==> config.mk <==
export PLATFORM = sky130hd
export DESIGN_NAME = bbfc_top
export DESIGN_NICKNAME = d
export VERILOG_FILES = /design/src/inc/bbfc_pkg.sv /design/src/logic/bbfc_top.sv
export SDC_FILE = /design/constraint.sdc
export NUM_CORES = 1
export LEC_CHECK = 0
export ABC_AREA = 1
export BUFFER_PORTS_ARGS = -buffer_cell sky130_fd_sc_hd__buf_2
export CAP_MARGIN = 30
export CORE_MARGIN = 3
export CORE_UTILIZATION = 40
export DETAILED_ROUTE_END_ITERATION = 10
export PLACE_DENSITY_LB_ADDON = 0.12
export SLEW_MARGIN = 20
export SYNTH_ARGS = -nofsm -noshare
export SYNTH_HDL_FRONTEND = slang
export SYNTH_SLANG_ARGS = --single-unit
==> constraint.sdc <==
create_clock -name core_clk -period 4.9 [get_ports core_clk]
set_input_delay 0.49 -clock core_clk [delete_from_list [all_inputs] [get_ports core_clk]]
set_output_delay 0.49 -clock core_clk [all_outputs]
set_load 0.02 [all_outputs]
==> src/inc/bbfc_pkg.sv <==
// Function
// Mask bit 3 gates density/align flag
// Mask bit 2 gates multiframe flag
// Mask bit 1 gates clock-restored flag
// Mask bit 0 gates clock-lost flag
// Receive code reset on rising control bit
// New filter settings apply after reset only
// Clear count 16/32/48/64 bits, sets cleared
// Validation filter 1,3,5,7 row, 7/10
// Software avoids receive control in E1
// Validated code stored, bit0 earliest
// Validated code sets detected latched flag
// Send enable repeats programmed code message
// Disabled sending emits idle 01111110 continuously
// Six code bits in 16-bit message, bit0 first
// Software writes transmit control in ESF only
// E1 capture holds first align frame byte
// Capture updates at align frame start
// Cleared flag sets on loss, write-one clears
// Transmit flags latched, write-one clears
// Select bit high means E1 receive
// Normal E1 alignment bits read 0011011
// Irq high while any enabled flag set
// Filter codes 101-111 act as single
package bbfc_pkg;
  // ----------------------------------------------------------------
  // Register indices (byte address is four times the index)
  // ----------------------------------------------------------------
  localparam logic [7:0] IDX_RX_CODE_STATUS = 8'h38;
  localparam logic [7:0] IDX_RX_CODE_IRQ_MASK = 8'h39;
  localparam logic [7:0] IDX_TX_EVENT_STATUS = 8'h3a;
  localparam logic [7:0] IDX_TX_EVENT_IRQ_MASK = 8'h3b;
  localparam logic [7:0] IDX_RX_CODE_CTRL = 8'h40;
  localparam logic [7:0] IDX_TX_CODE_CTRL = 8'h41;
  localparam logic [7:0] IDX_RX_CODE_VALUE = 8'h42;
  localparam logic [7:0] IDX_TX_CODE_VALUE = 8'h43;
  localparam logic [7:0] IDX_RX_ALIGN_FRAME_CAPTURE = 8'h50;
  // ----------------------------------------------------------------
  // Field positions and reset values
  // ----------------------------------------------------------------
  localparam int unsigned POS_RX_RESET = 7;
  localparam int unsigned POS_CLEAR_LSB = 4;
  localparam int unsigned POS_FILTER_LSB = 1;
  localparam int unsigned POS_SEND = 6;
  localparam int unsigned POS_DETECTED = 0;
  localparam int unsigned POS_CLEARED = 1;
  localparam logic [7:0] RST_REG = 8'h00;
  // ----------------------------------------------------------------
  // Data link constants
  // ----------------------------------------------------------------
  localparam logic [7:0] IDLE_CODE = 8'h7e;
  localparam logic [3:0] MSG_LAST = 4'hf;
  localparam logic [3:0] IDLE_LAST = 4'h7;
  localparam logic [3:0] MSG_FLAG_END = 4'h7;
  localparam logic [3:0] MSG_SEP = 4'h8;
  localparam logic [3:0] MSG_DATA_LSB = 4'h9;
  localparam logic [6:0] CLEAR_UNIT = 7'h10;
  localparam logic [2:0] RUN_MAX = 3'h7;
  localparam int unsigned WIN_NEED = 7;

  typedef enum logic [2:0] {
    FILT_ONE = 3'b000,
    FILT_THREE = 3'b001,
    FILT_FIVE = 3'b010,
    FILT_SEVEN = 3'b011,
    FILT_SEVEN_OF_TEN = 3'b100
  } bbfc_filter_t;

  typedef enum logic [1:0] {
    RX_HUNT = 2'b00,
    RX_TRACK = 2'b01,
    RX_LOCKED = 2'b10
  } bbfc_rx_state_t;
endpackage : bbfc_pkg

==> src/logic/bbfc_top.sv <==
// The AHB-Lite interface to the registers was decided locally.
module bbfc_top #(
  parameter int unsigned ADDR_W = 10
) (
  input logic core_clk, // 125 MHz
  input logic rstn, // Async reset, active low
  input logic hsel, // AHB select
  input logic [ADDR_W-1:0] haddr, // AHB address
  input logic [1:0] htrans, // AHB transfer type
  input logic hwrite, // AHB write
  input logic [2:0] hsize, // AHB size (word only)
  input logic [31:0] hwdata, // AHB write data
  input logic hready, // AHB bus ready
  output logic hreadyout, // AHB slave ready
  output logic hresp, // AHB response
  output logic [31:0] hrdata, // AHB read data
  input logic tx_dens_align_evt, // Density violation or align frame
  input logic tx_multiframe_evt, // Transmit multiframe boundary
  input logic tx_clock_restored_evt, // Transmit clock back
  input logic tx_clock_lost_evt, // Transmit clock gone
  input logic rx_t1_e1_select, // 1 = E1 receive
  input logic rx_esf_mode, // Receiver in ESF
  input logic tx_esf_mode, // Transmitter in ESF
  input logic rx_dl_valid, // Receive data link bit strobe
  input logic rx_dl_bit, // Receive data link bit
  input logic tx_dl_req, // Transmit data link bit request
  output logic tx_dl_bit, // Transmit data link bit
  input logic rx_af_start, // Start of received align frame
  input logic [7:0] rx_af_bits, // First byte of that frame
  output logic irq_out // Interrupt request, active high
);
  // ----------------------------------------------------------------
  // State
  // ----------------------------------------------------------------
  typedef struct packed {
    logic [3:0] tx_mask;
    logic [1:0] rx_mask;
    logic [3:0] tx_stat;
    logic [1:0] rx_stat;
    logic rst_bit;
    logic [1:0] clr_sel;
    logic [2:0] filt_sel;
    logic [1:0] clr_app;
    logic [2:0] filt_app;
    logic send_en;
    logic [5:0] tx_code;
    logic [5:0] rx_code;
    logic [7:0] af_cap;
    bbfc_pkg::bbfc_rx_state_t rx_st;
    logic [15:0] sr;
    logic [3:0] slot;
    logic [5:0] cand;
    logic [2:0] run;
    logic [9:0] hist;
    logic [6:0] clr_cnt;
    logic [3:0] tx_cnt;
    logic tx_is_msg;
    logic [5:0] tx_lat;
    logic tx_bit;
    logic irq;
    logic ap_wr;
    logic [7:0] ap_idx;
    logic [31:0] rdata;
  } bbfc_state_t;

  bbfc_state_t q;
  bbfc_state_t d;

  function automatic logic crit_met(input logic [2:0] f, input logic [2:0] run,
                                    input logic [9:0] hist);
    int unsigned ones;
    ones = 0;
    for (int i = 0; i < 10; i++) begin
      ones = ones + int'(hist[i]);
    end
    unique case (f)
      bbfc_pkg::FILT_THREE: crit_met = (run >= 3'd3);
      bbfc_pkg::FILT_FIVE: crit_met = (run >= 3'd5);
      bbfc_pkg::FILT_SEVEN: crit_met = (run >= 3'd7);
      bbfc_pkg::FILT_SEVEN_OF_TEN: crit_met = (ones >= bbfc_pkg::WIN_NEED);
      default: crit_met = (run != 3'd0);
    endcase
  endfunction : crit_met

  function automatic logic msg_bit(input logic [3:0] idx, input logic [5:0] code);
    logic [3:0] off;
    off = idx - bbfc_pkg::MSG_DATA_LSB;
    if (idx <= bbfc_pkg::MSG_FLAG_END) begin
      msg_bit = 1'b1;
    end else if (idx == bbfc_pkg::MSG_SEP || idx == bbfc_pkg::MSG_LAST) begin
      msg_bit = 1'b0;
    end else begin
      msg_bit = code[off[2:0]];
    end
  endfunction : msg_bit

  function automatic logic [7:0] read_mux(input bbfc_state_t s, input logic [7:0] idx);
    unique case (idx)
      bbfc_pkg::IDX_RX_CODE_STATUS: read_mux = {6'h00, s.rx_stat};
      bbfc_pkg::IDX_RX_CODE_IRQ_MASK: read_mux = {6'h00, s.rx_mask};
      bbfc_pkg::IDX_TX_EVENT_STATUS: read_mux = {4'h0, s.tx_stat};
      bbfc_pkg::IDX_TX_EVENT_IRQ_MASK: read_mux = {4'h0, s.tx_mask};
      bbfc_pkg::IDX_RX_CODE_CTRL: read_mux = {s.rst_bit, 1'b0, s.clr_sel, s.filt_sel, 1'b0};
      bbfc_pkg::IDX_TX_CODE_CTRL: read_mux = {1'b0, s.send_en, 6'h00};
      bbfc_pkg::IDX_RX_CODE_VALUE: read_mux = {2'h0, s.rx_code};
      bbfc_pkg::IDX_TX_CODE_VALUE: read_mux = {2'h0, s.tx_code};
      bbfc_pkg::IDX_RX_ALIGN_FRAME_CAPTURE: read_mux = s.af_cap;
      default: read_mux = bbfc_pkg::RST_REG;
    endcase
  endfunction : read_mux

  logic hit;
  logic met;
  logic rst_edge;
  logic rx_on;
  logic [5:0] code_in;
  logic [15:0] sr_new;
  logic [3:0] tx_clr;
  logic [1:0] rx_clr;
  logic [1:0] rx_set;
  logic [6:0] clr_limit;
  logic cur_msg;
  logic [5:0] cur_code;
  logic [7:0] wdat;

  assign rx_on = rx_esf_mode && !rx_t1_e1_select;
  assign clr_limit = (7'(q.clr_app) + 7'd1) * bbfc_pkg::CLEAR_UNIT;
  assign wdat = hwdata[7:0];

  // ----------------------------------------------------------------
  // Next state
  // ----------------------------------------------------------------
  always_comb begin
    d = q;
    hit = 1'b0;
    met = 1'b0;
    code_in = 6'h00;
    sr_new = q.sr;
    tx_clr = 4'h0;
    rx_clr = 2'h0;
    rx_set = 2'h0;
    cur_msg = q.tx_is_msg;
    cur_code = q.tx_lat;
    // Address phase; read data is fetched here so it stands in the data phase
    if (hsel && htrans[1] && hready) begin
      d.ap_wr = hwrite;
      d.ap_idx = haddr[ADDR_W-1:2];
      if (!hwrite) begin
        d.rdata = {24'h00_0000, read_mux(q, haddr[ADDR_W-1:2])};
      end
    end else if (hready) begin
      d.ap_wr = 1'b0;
    end
    // Data phase of a write
    if (q.ap_wr) begin
      unique case (q.ap_idx)
        bbfc_pkg::IDX_RX_CODE_STATUS: rx_clr = wdat[1:0];
        bbfc_pkg::IDX_RX_CODE_IRQ_MASK: d.rx_mask = wdat[1:0];
        bbfc_pkg::IDX_TX_EVENT_STATUS: tx_clr = wdat[3:0];
        bbfc_pkg::IDX_TX_EVENT_IRQ_MASK: d.tx_mask = wdat[3:0];
        bbfc_pkg::IDX_RX_CODE_CTRL: begin
          d.rst_bit = wdat[bbfc_pkg::POS_RX_RESET];
          d.clr_sel = wdat[bbfc_pkg::POS_CLEAR_LSB +: 2];
          d.filt_sel = wdat[bbfc_pkg::POS_FILTER_LSB +: 3];
        end
        bbfc_pkg::IDX_TX_CODE_CTRL: d.send_en = wdat[bbfc_pkg::POS_SEND];
        bbfc_pkg::IDX_TX_CODE_VALUE: d.tx_code = wdat[5:0];
        default: begin
        end
      endcase
    end
    // Receive code search, validation and clearing
    if (rx_on && rx_dl_valid) begin
      sr_new = {rx_dl_bit, q.sr[15:1]};
      d.sr = sr_new;
      hit = (sr_new[7:0] == 8'hff) && !sr_new[8] && !sr_new[15];
      code_in = sr_new[14:9];
      unique case (q.rx_st)
        bbfc_pkg::RX_HUNT: begin
          if (hit) begin
            d.cand = code_in;
            d.run = 3'd1;
            d.hist = 10'h001;
            d.slot = 4'h0;
            met = crit_met(q.filt_app, 3'd1, 10'h001);
            d.rx_st = bbfc_pkg::RX_TRACK;
          end
        end
        bbfc_pkg::RX_TRACK: begin
          d.slot = q.slot + 4'h1;
          // Messages repeat every 16 bits once aligned
          if (q.slot == bbfc_pkg::MSG_LAST) begin
            if (hit && code_in == q.cand) begin
              d.run = (q.run == bbfc_pkg::RUN_MAX) ? q.run : q.run + 3'd1;
              d.hist = {q.hist[8:0], 1'b1};
            end else if (hit) begin
              d.cand = code_in;
              d.run = 3'd1;
              d.hist = 10'h001;
            end else begin
              d.run = 3'd0;
              d.hist = {q.hist[8:0], 1'b0};
            end
            met = crit_met(q.filt_app, d.run, d.hist);
            if (!met && d.hist == 10'h000) begin
              d.rx_st = bbfc_pkg::RX_HUNT;
            end
          end
        end
        bbfc_pkg::RX_LOCKED: begin
          if (hit && code_in == q.rx_code) begin
            d.clr_cnt = 7'd0;
          end else begin
            d.clr_cnt = q.clr_cnt + 7'd1;
          end
          if (d.clr_cnt == clr_limit) begin
            d.rx_st = bbfc_pkg::RX_HUNT;
            d.clr_cnt = 7'd0;
            rx_set[bbfc_pkg::POS_CLEARED] = 1'b1;
          end
        end
        default: d.rx_st = bbfc_pkg::RX_HUNT;
      endcase
      if (met) begin
        d.rx_st = bbfc_pkg::RX_LOCKED;
        d.rx_code = d.cand;
        d.clr_cnt = 7'd0;
        rx_set[bbfc_pkg::POS_DETECTED] = 1'b1;
      end
    end
    // Only a rising edge of the control bit restarts the receiver
    rst_edge = d.rst_bit && !q.rst_bit;
    if (rst_edge) begin
      d.rx_st = bbfc_pkg::RX_HUNT;
      d.clr_app = d.clr_sel;
      d.filt_app = d.filt_sel;
      d.sr = 16'h0000;
      d.run = 3'd0;
      d.hist = 10'h000;
      d.clr_cnt = 7'd0;
      d.slot = 4'h0;
      rx_set = 2'h0;
    end
    // Transmit data link; the mode and code are fixed for a whole message
    if (tx_dl_req) begin
      if (q.tx_cnt == 4'h0) begin
        cur_msg = q.send_en && tx_esf_mode;
        cur_code = q.tx_code;
      end
      d.tx_is_msg = cur_msg;
      d.tx_lat = cur_code;
      d.tx_bit = cur_msg ? msg_bit(q.tx_cnt, cur_code) :
                 bbfc_pkg::IDLE_CODE[q.tx_cnt[2:0]];
      if (q.tx_cnt == (cur_msg ? bbfc_pkg::MSG_LAST : bbfc_pkg::IDLE_LAST)) begin
        d.tx_cnt = 4'h0;
      end else begin
        d.tx_cnt = q.tx_cnt + 4'h1;
      end
    end
    // E1 align frame capture
    if (rx_af_start && rx_t1_e1_select) begin
      d.af_cap = rx_af_bits;
    end
    // Sticky flags: a set in the clearing cycle wins
    d.tx_stat = (q.tx_stat & ~tx_clr) | {tx_dens_align_evt, tx_multiframe_evt,
                                         tx_clock_restored_evt, tx_clock_lost_evt};
    d.rx_stat = (q.rx_stat & ~rx_clr) | rx_set;
    d.irq = |(d.tx_stat & d.tx_mask) | |(d.rx_stat & d.rx_mask);
  end

  always_ff @(posedge core_clk or negedge rstn) begin
    if (!rstn) begin
      q <= '0;
    end else begin
      q <= d;
    end
  end

  assign hreadyout = 1'b1;
  assign hresp = 1'b0;
  assign hrdata = q.rdata;
  assign tx_dl_bit = q.tx_bit;
  assign irq_out = q.irq;

  // ----------------------------------------------------------------
  // Checks
  // ----------------------------------------------------------------
  a_mask3_irq: assert property (@(posedge core_clk) disable iff (!rstn)
    (q.tx_stat[3] && q.tx_mask[3]) |-> irq_out)
    else $error("Enabled density/align flag without irq");
  a_mask2_irq: assert property (@(posedge core_clk) disable iff (!rstn)
    (q.tx_stat[2] && q.tx_mask[2]) |-> irq_out)
    else $error("Enabled multiframe flag without irq");
  a_mask1_irq: assert property (@(posedge core_clk) disable iff (!rstn)
    (q.tx_stat[1] && q.tx_mask[1]) |-> irq_out)
    else $error("Enabled clock restored flag without irq");
  a_mask0_irq: assert property (@(posedge core_clk) disable iff (!rstn)
    (q.tx_stat[0] && q.tx_mask[0]) |-> irq_out)
    else $error("Enabled clock lost flag without irq");
  a_irq_quiet: assert property (@(posedge core_clk) disable iff (!rstn)
    ((q.tx_stat & q.tx_mask) == 4'h0 && (q.rx_stat & q.rx_mask) == 2'h0) |-> !irq_out)
    else $error("Irq high with no enabled flag");
  a_reset_edge: assert property (@(posedge core_clk) disable iff (!rstn)
    $rose(q.rst_bit) |-> (q.rx_st == bbfc_pkg::RX_HUNT && q.filt_app == q.filt_sel
                          && q.clr_app == q.clr_sel))
    else $error("Receive code reset not applied on rising edge");
  a_settings_held: assert property (@(posedge core_clk) disable iff (!rstn)
    !$rose(q.rst_bit) |-> ($stable(q.filt_app) && $stable(q.clr_app)))
    else $error("Filter settings changed without reset");
  a_clear_count: assert property (@(posedge core_clk) disable iff (!rstn)
    ($past(q.rx_st) == bbfc_pkg::RX_LOCKED && q.rx_st == bbfc_pkg::RX_HUNT
     && !$rose(q.rst_bit)) |-> (q.rx_stat[1] && $past(q.clr_cnt) == clr_limit - 7'd1))
    else $error("Code clear at wrong count or without flag");
  a_detect_store: assert property (@(posedge core_clk) disable iff (!rstn)
    ($past(q.rx_st) != bbfc_pkg::RX_LOCKED && q.rx_st == bbfc_pkg::RX_LOCKED)
    |-> (q.rx_stat[0] && q.rx_code == q.cand))
    else $error("Validated code not stored or flagged");
  a_undef_single: assert property (@(posedge core_clk) disable iff (!rstn)
    (rx_on && rx_dl_valid && hit && q.rx_st == bbfc_pkg::RX_HUNT && q.filt_app >= 3'd5
     && !rst_edge) |=> (q.rx_st == bbfc_pkg::RX_LOCKED))
    else $error("Undefined filter code not single occurrence");
  a_msg_sep_zero: assert property (@(posedge core_clk) disable iff (!rstn)
    (tx_dl_req && q.tx_is_msg && q.tx_cnt == bbfc_pkg::MSG_SEP) |=> !tx_dl_bit)
    else $error("Message separator bit not zero");
  a_msg_data: assert property (@(posedge core_clk) disable iff (!rstn)
    (tx_dl_req && q.tx_is_msg && q.tx_cnt == bbfc_pkg::MSG_DATA_LSB)
    |=> (tx_dl_bit == $past(q.tx_lat[0])))
    else $error("Code bit 0 not sent first");
  a_idle_pattern: assert property (@(posedge core_clk) disable iff (!rstn)
    (tx_dl_req && !q.send_en && q.tx_cnt == 4'h0) ##1 (tx_dl_req [*7])
    |=> (q.tx_cnt == 4'h0 && !q.tx_is_msg))
    else $error("Idle pattern not eight bits long");
  a_align_capture: assert property (@(posedge core_clk) disable iff (!rstn)
    (rx_af_start && rx_t1_e1_select) |=> (q.af_cap == $past(rx_af_bits)))
    else $error("Align frame byte not captured");
endmodule : bbfc_top

==> results of run 1 <==
-- state kept, by name, indices dropped and copies added (netlist names) --
signal     cells
q            110
hrdata         8
irq_out        1
tx_dl_bit      1
-- kinds of logic after synthesis --
| family | after synthesis |
|---|---|
| multiplexers | 5 |
| adder cells (fa/ha/maj) | 15 |
| flip-flops | 120 |
| AO/OA/AOI/OAI | 167 |
| buffers and inverters | 169 |
| other | 2 |
| XOR/XNOR | 12 |
| AND/OR/NAND/NOR | 383 |
-- layout by cell type (no fill, tap or decap), types with 6 or more instances in the layout --
cell type and n:
a21oi_1 28, buf_2 49, buf_4 23, clkbuf_16 17
conb_1 26, dfrtp_1 120, fa_1 6, ha_1 8
inv_1 109, inv_2 10, nand2_1 212, nand2_2 14
nand2_4 6, nand3_1 32, nand4_1 13, nor2_1 74
nor3_1 12, o21ai_0 73, o21ai_1 11, o221ai_1 6
o22ai_1 26, xnor2_1 6, xor2_1 6
-- routing by layer --
metal	global-route usage [%]	share of wire, %	vias to the layer above
met3	4.441	3.2	34
met2	30.79	47	108
met4	6.215	2.0	0
met5	0	0	-
met1	25.83	48	2618
li1	-	-	2936
-- worst paths after layout --
| check | cells after the start | slack (ns) | end | startpoint |
|---|---|---|---|---|
| min | 1 | 0.03 | q[63]$_DFFE_PN0P_ | rstn |
| min reg2reg | 2 | 0.48 | hrdata[1]$_DFFE_PN0P_ | hrdata[1]$_DFFE_PN0P_ |
| max in group asynchronous | 2 | 3.87 | q[115]$_DFFE_PN0N_ | rstn |
| max reg2reg | 23 | 0.28 | q[60]$_DFFE_PN0P_ | q[93]$_DFFE_PN0P_ |
| min in group core_clk | 2 | 0.27 | q[40]$_DFFE_PN0P_ | hready |
| max | 23 | 0.28 | q[60]$_DFFE_PN0P_ | q[93]$_DFFE_PN0P_ |
-- cell type report --
cell class,instances,area (sq um),share of cell area [%]
Clock buffer,19,442.9,5.543
Inverter,123,466.7,5.840
Timing Repair Buffer,72,417.9,5.229
Sequential cell,120,3003,37.58
Clock inverter,13,192.7,2.411
Tap cell,220,275.3,3.444
Multi-Input combinational cell,608,3193,39.96
-- critical path: stages, from the launching register on --
cell and delay [ns]:
dfrtp_1 0.37, inv_2 0.05, nand4_1 0.16, nor3_4 0.26, nand2_4 0.11, inv_4 0.09, nor2_4 0.04, fa_1 0.53
inv_1 0.05, fa_1 0.46, fa_1 0.49, inv_1 0.05, ha_2 0.17, fa_1 0.48, nand3_1 0.08, or2_4 0.23
a41oi_2 0.18, a21oi_1 0.06, nand2_1 0.09, nand3_2 0.11, nand4_1 0.15, nand2_4 0.13, nand2_1 0.09, o21ai_1 0.06
-- through the flow --
step / instance area, sq um / cells
after floorplan: 6879 / 897
after global placement: 7237 / 1139
after detailed placement: 7237 / 1139
after CTS: 7873 / 1171
after global routing: 7991 / 1175
final: 7991 / 1175
-- where the power goes --
| group | leakage [nW] | internal, W | total, W | switching (W) |
|---|---|---|---|---|
| combinational | 2.22 | 0.000374 | 0.00100 | 0.000627 |
| clock | 0.305 | 0.000870 | 0.00136 | 0.000486 |
| sequential | 1.49 | 0.00116 | 0.00130 | 0.000138 |
-- repair_timing --
item	CTS	global route
buffers inserted	0	4
resized for setup	0	29
setup endpoints to repair	0	17
==> out/metrics.cfg, run 1 <==
[status]
outcome = complete, no violations

[cells_and_area]
fillers = 1684
final_util_pct = 48.19
area_growth_pct = 17.71
drive_gt1_share_pct = 16.44
n_antenna_cell = 0
num-nets-final = 1028

[place]
portBuffers = 50
place_congestion = 0.8186
dp_hpwl_um = 12350
place_ws_ns = -0.1865

[cts]
hold_buffers = 0
clk_path_buf_depth = 2
cts.reportedPaths.clkPinSlew_ns = 0.06
cts_buffers = 17
worst_skew_pair.late_latency_ns = 0.42
cts_tree = done
cts_sinks = 120
htree_levels = 4
clock-root-buffer = clkbuf_16

[global_routing]
grt_start_max_net_pins = 51
grt_pass1_vias = 5608
antenna_found_initial = 0
grt_usage_pct = 19.22
grt_pass1_wl_um = 28090
grt-ovfl-total = 0

[pwr]
p_per_area_nw_per_um2 = 457.7
peakVddDrop_mv = 0.3166
finalPower_w = 0.003658
p_leak_nw = 4.009

[synthesis]
ys_warn_count = 0
ys_ff_latch = 120
syn_area_sq_um = 6789
synth.area.top_cells = dfrtp_1, nand2_1, inv_1
synth_common_cells = nand2_1, dfrtp_1, inv_1
yosysUniqueCellTypes = 48
synth_largest_area_cell = dfrtp_1
yosysMostFrequentCell = nand2_1
synth_xor_area_share_pct = 1.548
synth_flop_cell = dfrtp_1
muxShareOfSynthArea_pct = 0.8293
synth_top_family_by_area = simple AND/OR/NAND/NOR gates
synth_compound_area_share_pct = 14.21
synth_top_area_share_pct = 44.23
async_reset_ff_share_pct = 100.0
postSynthCellCount = 873
synthAdderAreaFrac_pct = 3.428
yosysSeqAreaShare_pct = 44.23
synthSimpleGateAreaFrac_pct = 24.35
avgSynthCellArea_sq_um = 7.777
synth_edf_count = 0

[drt]
ant_nets = 0
route.vias.total = 5696
wl_per_cell_um = 14.06
vias_per_cell = 4.848
firstDrtPassIters = 5
wl_um = 16530
drt_iter0_markers = 305
drc = 0

[timing]
finalHoldViolCount = 0
fin_crit_sh_pct = 94.36
slew_viol_final = 0
tightest_slew_ns = 0.7215
slew_headroom_pct = 51.72
fin_crit_ns = 4.624
fmax_ghz = 0.2163
setup_viol = 0
finClkSkew_ns = 0.006877
timing.hold.ws_ns = 0.02577
worst_slack_ns = 0.2762
fin_tns_setup_ns = 0

[die]
initial_utilization_pct = 40.94
dieArea_sq_um = 18570
die_w_um = 136.3
io_pins = 107
core.rowCount = 47
die_y_um = 136.3
core_area_sq_um = 16580

[worst_setup_path]
crit_path_max_fanout = 14
cp.required_ns = 5.20
crit_type = reg2reg
cp-start-kind = register
cp-end-kind = register
cp.arrival_ns = 4.93

[hold_path]
hold_class = in2async

[job]
drv_cap = 0

Note: power is estimated with default switching activity, not from simulation.
==> inputs of run 2 (changes only) <==
--- a/config.mk
+++ b/config.mk
@@ -7,11 +7,11 @@
 export LEC_CHECK = 0
 export ABC_AREA = 1
 export BUFFER_PORTS_ARGS = -buffer_cell sky130_fd_sc_hd__buf_2
-export CAP_MARGIN = 30
+export CAP_MARGIN = 20
 export CORE_MARGIN = 3
 export CORE_UTILIZATION = 40
 export DETAILED_ROUTE_END_ITERATION = 10
-export PLACE_DENSITY_LB_ADDON = 0.12
+export PLACE_DENSITY = 0.59
 export SLEW_MARGIN = 20
 export SYNTH_ARGS = -nofsm -noshare
 export SYNTH_HDL_FRONTEND = slang
==> constraint.sdc (replaced) <==
create_clock -name core_clk -period 5.2 [get_ports core_clk]
set_input_delay 0.52 -clock core_clk [delete_from_list [all_inputs] [get_ports core_clk]]
set_output_delay 0.52 -clock core_clk [all_outputs]
set_load 0.02 [all_outputs]
==> run 2 against run 1 <==
  * Hold slack gained 0.12 ns
  * Clock power fell by 15%
  * Utilization fell by 1.4 points
  * Wire length is 1.2% lower
  * Total power is 10% lower
  * First-iteration DRC count up 2.0%
  * Setup slack better by 0.054 ns
  * Count of clock-buffer cells in the layout grew 1
  * Combinational power shrank 11%
  * Register-to-register slack improved by 0.05 ns
  * Clock skew increased by 0.0027 ns
  * Non-clock buffer count is 16 lower
  * Critical endpoint is now q[58]$_DFFE_PN0P_
==> out/metrics.cfg, run 2 (same netlist as run 1, synthesis figures left out) <==
[worst_setup_path]
cp-start-kind = register  ; unchanged
cp_cell_sequence = inv_1 > nand4_1 > nor3_2 > nand2_2 > inv_1 > nor2_1 > fa_1 > inv_1 > fa_1 > fa_1 > inv_1 > ha_1 > fa_1 > nand3_1 > or2_2 > a41oi_1 > a21oi_1 > nand2_1 > nand3_2 > nand4_1 > nand2_4 > nand2_1 > o21ai_1  ; was inv_2 > nand4_1 > nor3_4 > nand2_4 > inv_4 > nor2_4 > fa_1 > inv_1 > fa_1 > fa_1 > inv_1 > ha_2 > fa_1 > nand3_1 > or2_4 > a41oi_2 > a21oi_1 > nand2_1 > nand3_2 > nand4_1 > nand2_4 > nand2_1 > o21ai_1
critPathBufInv = 4  ; unchanged
cp-end-kind = register  ; unchanged
crit_family = adder cells  ; unchanged
crit_type = reg2reg  ; unchanged
slowest_delay_ns = 0.53  ; about the same
cp.required_ns = 5.50  ; was 5.20 ns
cp.arrival_ns = 5.17  ; was 4.93 ns
critPathSlowestCell = fa_1  ; unchanged
crit_path_max_fanout = 14  ; unchanged

[drt]
vias_per_cell = 4.903  ; was 4.848
wl_um = 16330  ; was 16530 um
drc = 0  ; unchanged
drt_iter0_markers = 311  ; was 305
firstDrtPassIters = 5  ; unchanged
wl_per_cell_um = 14.10  ; was 14.06 um
ant_nets = 0  ; unchanged
route.vias.total = 5678  ; was 5696

[global_routing]
use_met3_pct = 4.626  ; was 4.441%
grt_usage_pct = 18.66  ; was 19.22%
grt_pass1_wl_um = 27170  ; was 28090 um
grt_start_max_net_pins = 72  ; was 51
grt-ovfl-total = 0  ; unchanged
antenna_found_initial = 0  ; unchanged
grt-busiest-layer = met2  ; unchanged
grt_pass1_vias = 5546  ; was 5608
grtUsageMet2_pct = 30.35  ; was 30.79%
grtUsageMet1_pct = 24.94  ; was 25.83%

[die]
core.rowCount = 47  ; unchanged
initial_utilization_pct = 40.94  ; unchanged
dieArea_sq_um = 18570  ; unchanged
die_y_um = 136.3  ; unchanged
core_area_sq_um = 16580  ; unchanged
io_pins = 107  ; unchanged
die_w_um = 136.3  ; unchanged

[cts]
cts.reportedPaths.clkPinSlew_ns = 0.06  ; about the same
clock-root-buffer = clkbuf_16  ; unchanged
htree_levels = 4  ; unchanged
hold_buffers = 0  ; unchanged
cts_tree = done  ; unchanged
cts_sinks = 120  ; unchanged
worst_skew_pair.late_latency_ns = 0.41  ; was 0.42 ns
cts_buffers = 17  ; unchanged
clk_path_buf_depth = 2  ; unchanged

[timing]
fmax_ghz = 0.2054  ; was 0.2163 GHz
fin_crit_sh_pct = 93.65  ; was 94.36%
slew_viol_final = 0  ; unchanged
setup_viol = 0  ; unchanged
fin_crit_ns = 4.870  ; was 4.624 ns
tightest_slew_ns = 0.8892  ; was 0.7215 ns
finalHoldViolCount = 0  ; unchanged
slew_headroom_pct = 40.72  ; was 51.72%
timing.hold.ws_ns = 0.1416  ; was 0.02577 ns
finClkSkew_ns = 0.009619  ; was 0.006877 ns
worst_slack_ns = 0.3303  ; was 0.2762 ns

[place]
place_ws_ns = 0.002932  ; was -0.1865 ns
dp_hpwl_um = 12050  ; was 12350 um
portBuffers = 50  ; unchanged
place_congestion = 0.8409  ; was 0.8186

[cells_and_area]
drive_gt1_share_pct = 13.54  ; was 16.44%
layout_commonest_cell = nand2_1  ; unchanged
area_growth_pct = 14.25  ; was 17.71%
final_cell_mix = nand2_1, dfrtp_1, inv_1  ; unchanged
fillers = 1701  ; was 1684
n_antenna_cell = 0  ; unchanged
largest-register = q  ; unchanged
largest_reg_flops = 110  ; unchanged
multi_input_comb_area_sq_um = 3139  ; was 3193 sq um
ff_latch_area_sq_um = 3003  ; unchanged
num-nets-final = 1012  ; was 1028

[pwr]
peakVddDrop_mv = 0.2588  ; was 0.3166 mV
pwr-share-comb_pct = 27.2  ; was 27.4%
seq_power_share_pct = 37.3  ; was 35.5%
p_int_w = 0.002138  ; was 0.002406 W
switching_share_pct = 34.75  ; was 34.22%
clock_power_share_pct = 35.4  ; was 37.1%
p_leak_nw = 3.893  ; was 4.009 nW
switchingPower_w = 0.001139  ; was 0.001252 W
p_per_area_nw_per_um2 = 422.5  ; was 457.7 nW/um^2

[hold_path]
hold_class = in2async  ; unchanged

[job]
drv_cap = 0  ; unchanged

[status]
outcome = complete, no violations  ; unchanged

run 2: repair_timing:
item                                   in CTS  in global routing
buffers inserted                            0                  0
endpoints found under the hold margin       0                  0
setup endpoints to repair                   0                 16
resized for setup                           0                  7
run 2: stage by stage:
stage	TNS [ns]	util, %	cells	power (W)	area, sq um
6_report	0	46.77	1158	0.003277	7756
5_1_grt	-0.1489	46.77	1158	0.003530	7756
3_3_place_gp	0	43.10	1127	0.002095	7147
3_5_place_dp	0	43.10	1127	0.002106	7147
4_1_cts	0	46.59	1158	0.003291	7726
2_1_floorplan	0	-	897	0.001900	6879
run 2: final cells by class:
class	count	share of cell area [%]
Inverter	123	5.953
Clock buffer	20	5.888
Sequential cell	120	38.72
Clock inverter	11	1.581
Timing Repair Buffer	56	3.839
Multi-Input combinational cell	608	40.47
Tap cell	220	3.549
run 2: path summary, 6_finish.rpt:
check	to	cells past startpoint	startpoint	slack, ns
min in group core_clk	q[40]$_DFFE_PN0P_	2	hready	0.30
setup / recovery	q[58]$_DFFE_PN0P_	23	q[93]$_DFFE_PN0P_	0.33
hold reg to reg	hrdata[2]$_DFFE_PN0P_	2	hrdata[2]$_DFFE_PN0P_	0.47
setup reg to reg	q[58]$_DFFE_PN0P_	23	q[93]$_DFFE_PN0P_	0.33
max in group asynchronous	q[49]$_DFFE_PN0P_	2	rstn	3.71
hold / removal	q[65]$_DFFE_PN0P_	1	rstn	0.14
run 2: power by group through the flow:
stage / combinational [W] / clock [W] / sequential, W
global route: 0.00105 / 0.00124 / 0.00125
floorplan: 0.000692 / 0 / 0.00121
global placement: 0.000861 / 0 / 0.00123
finish: 0.000892 / 0.00116 / 0.00122
detailed placement: 0.000872 / 0 / 0.00123
CTS: 0.000882 / 0.00119 / 0.00122
run 2: per-layer routing:
metal	part of all wire, %	vias up	wire length (um)
li1	-	2893	-
met5	0	-	0
met4	1.6	0	255
met2	47	107	7723
met3	3.4	21	557
met1	48	2657	7794
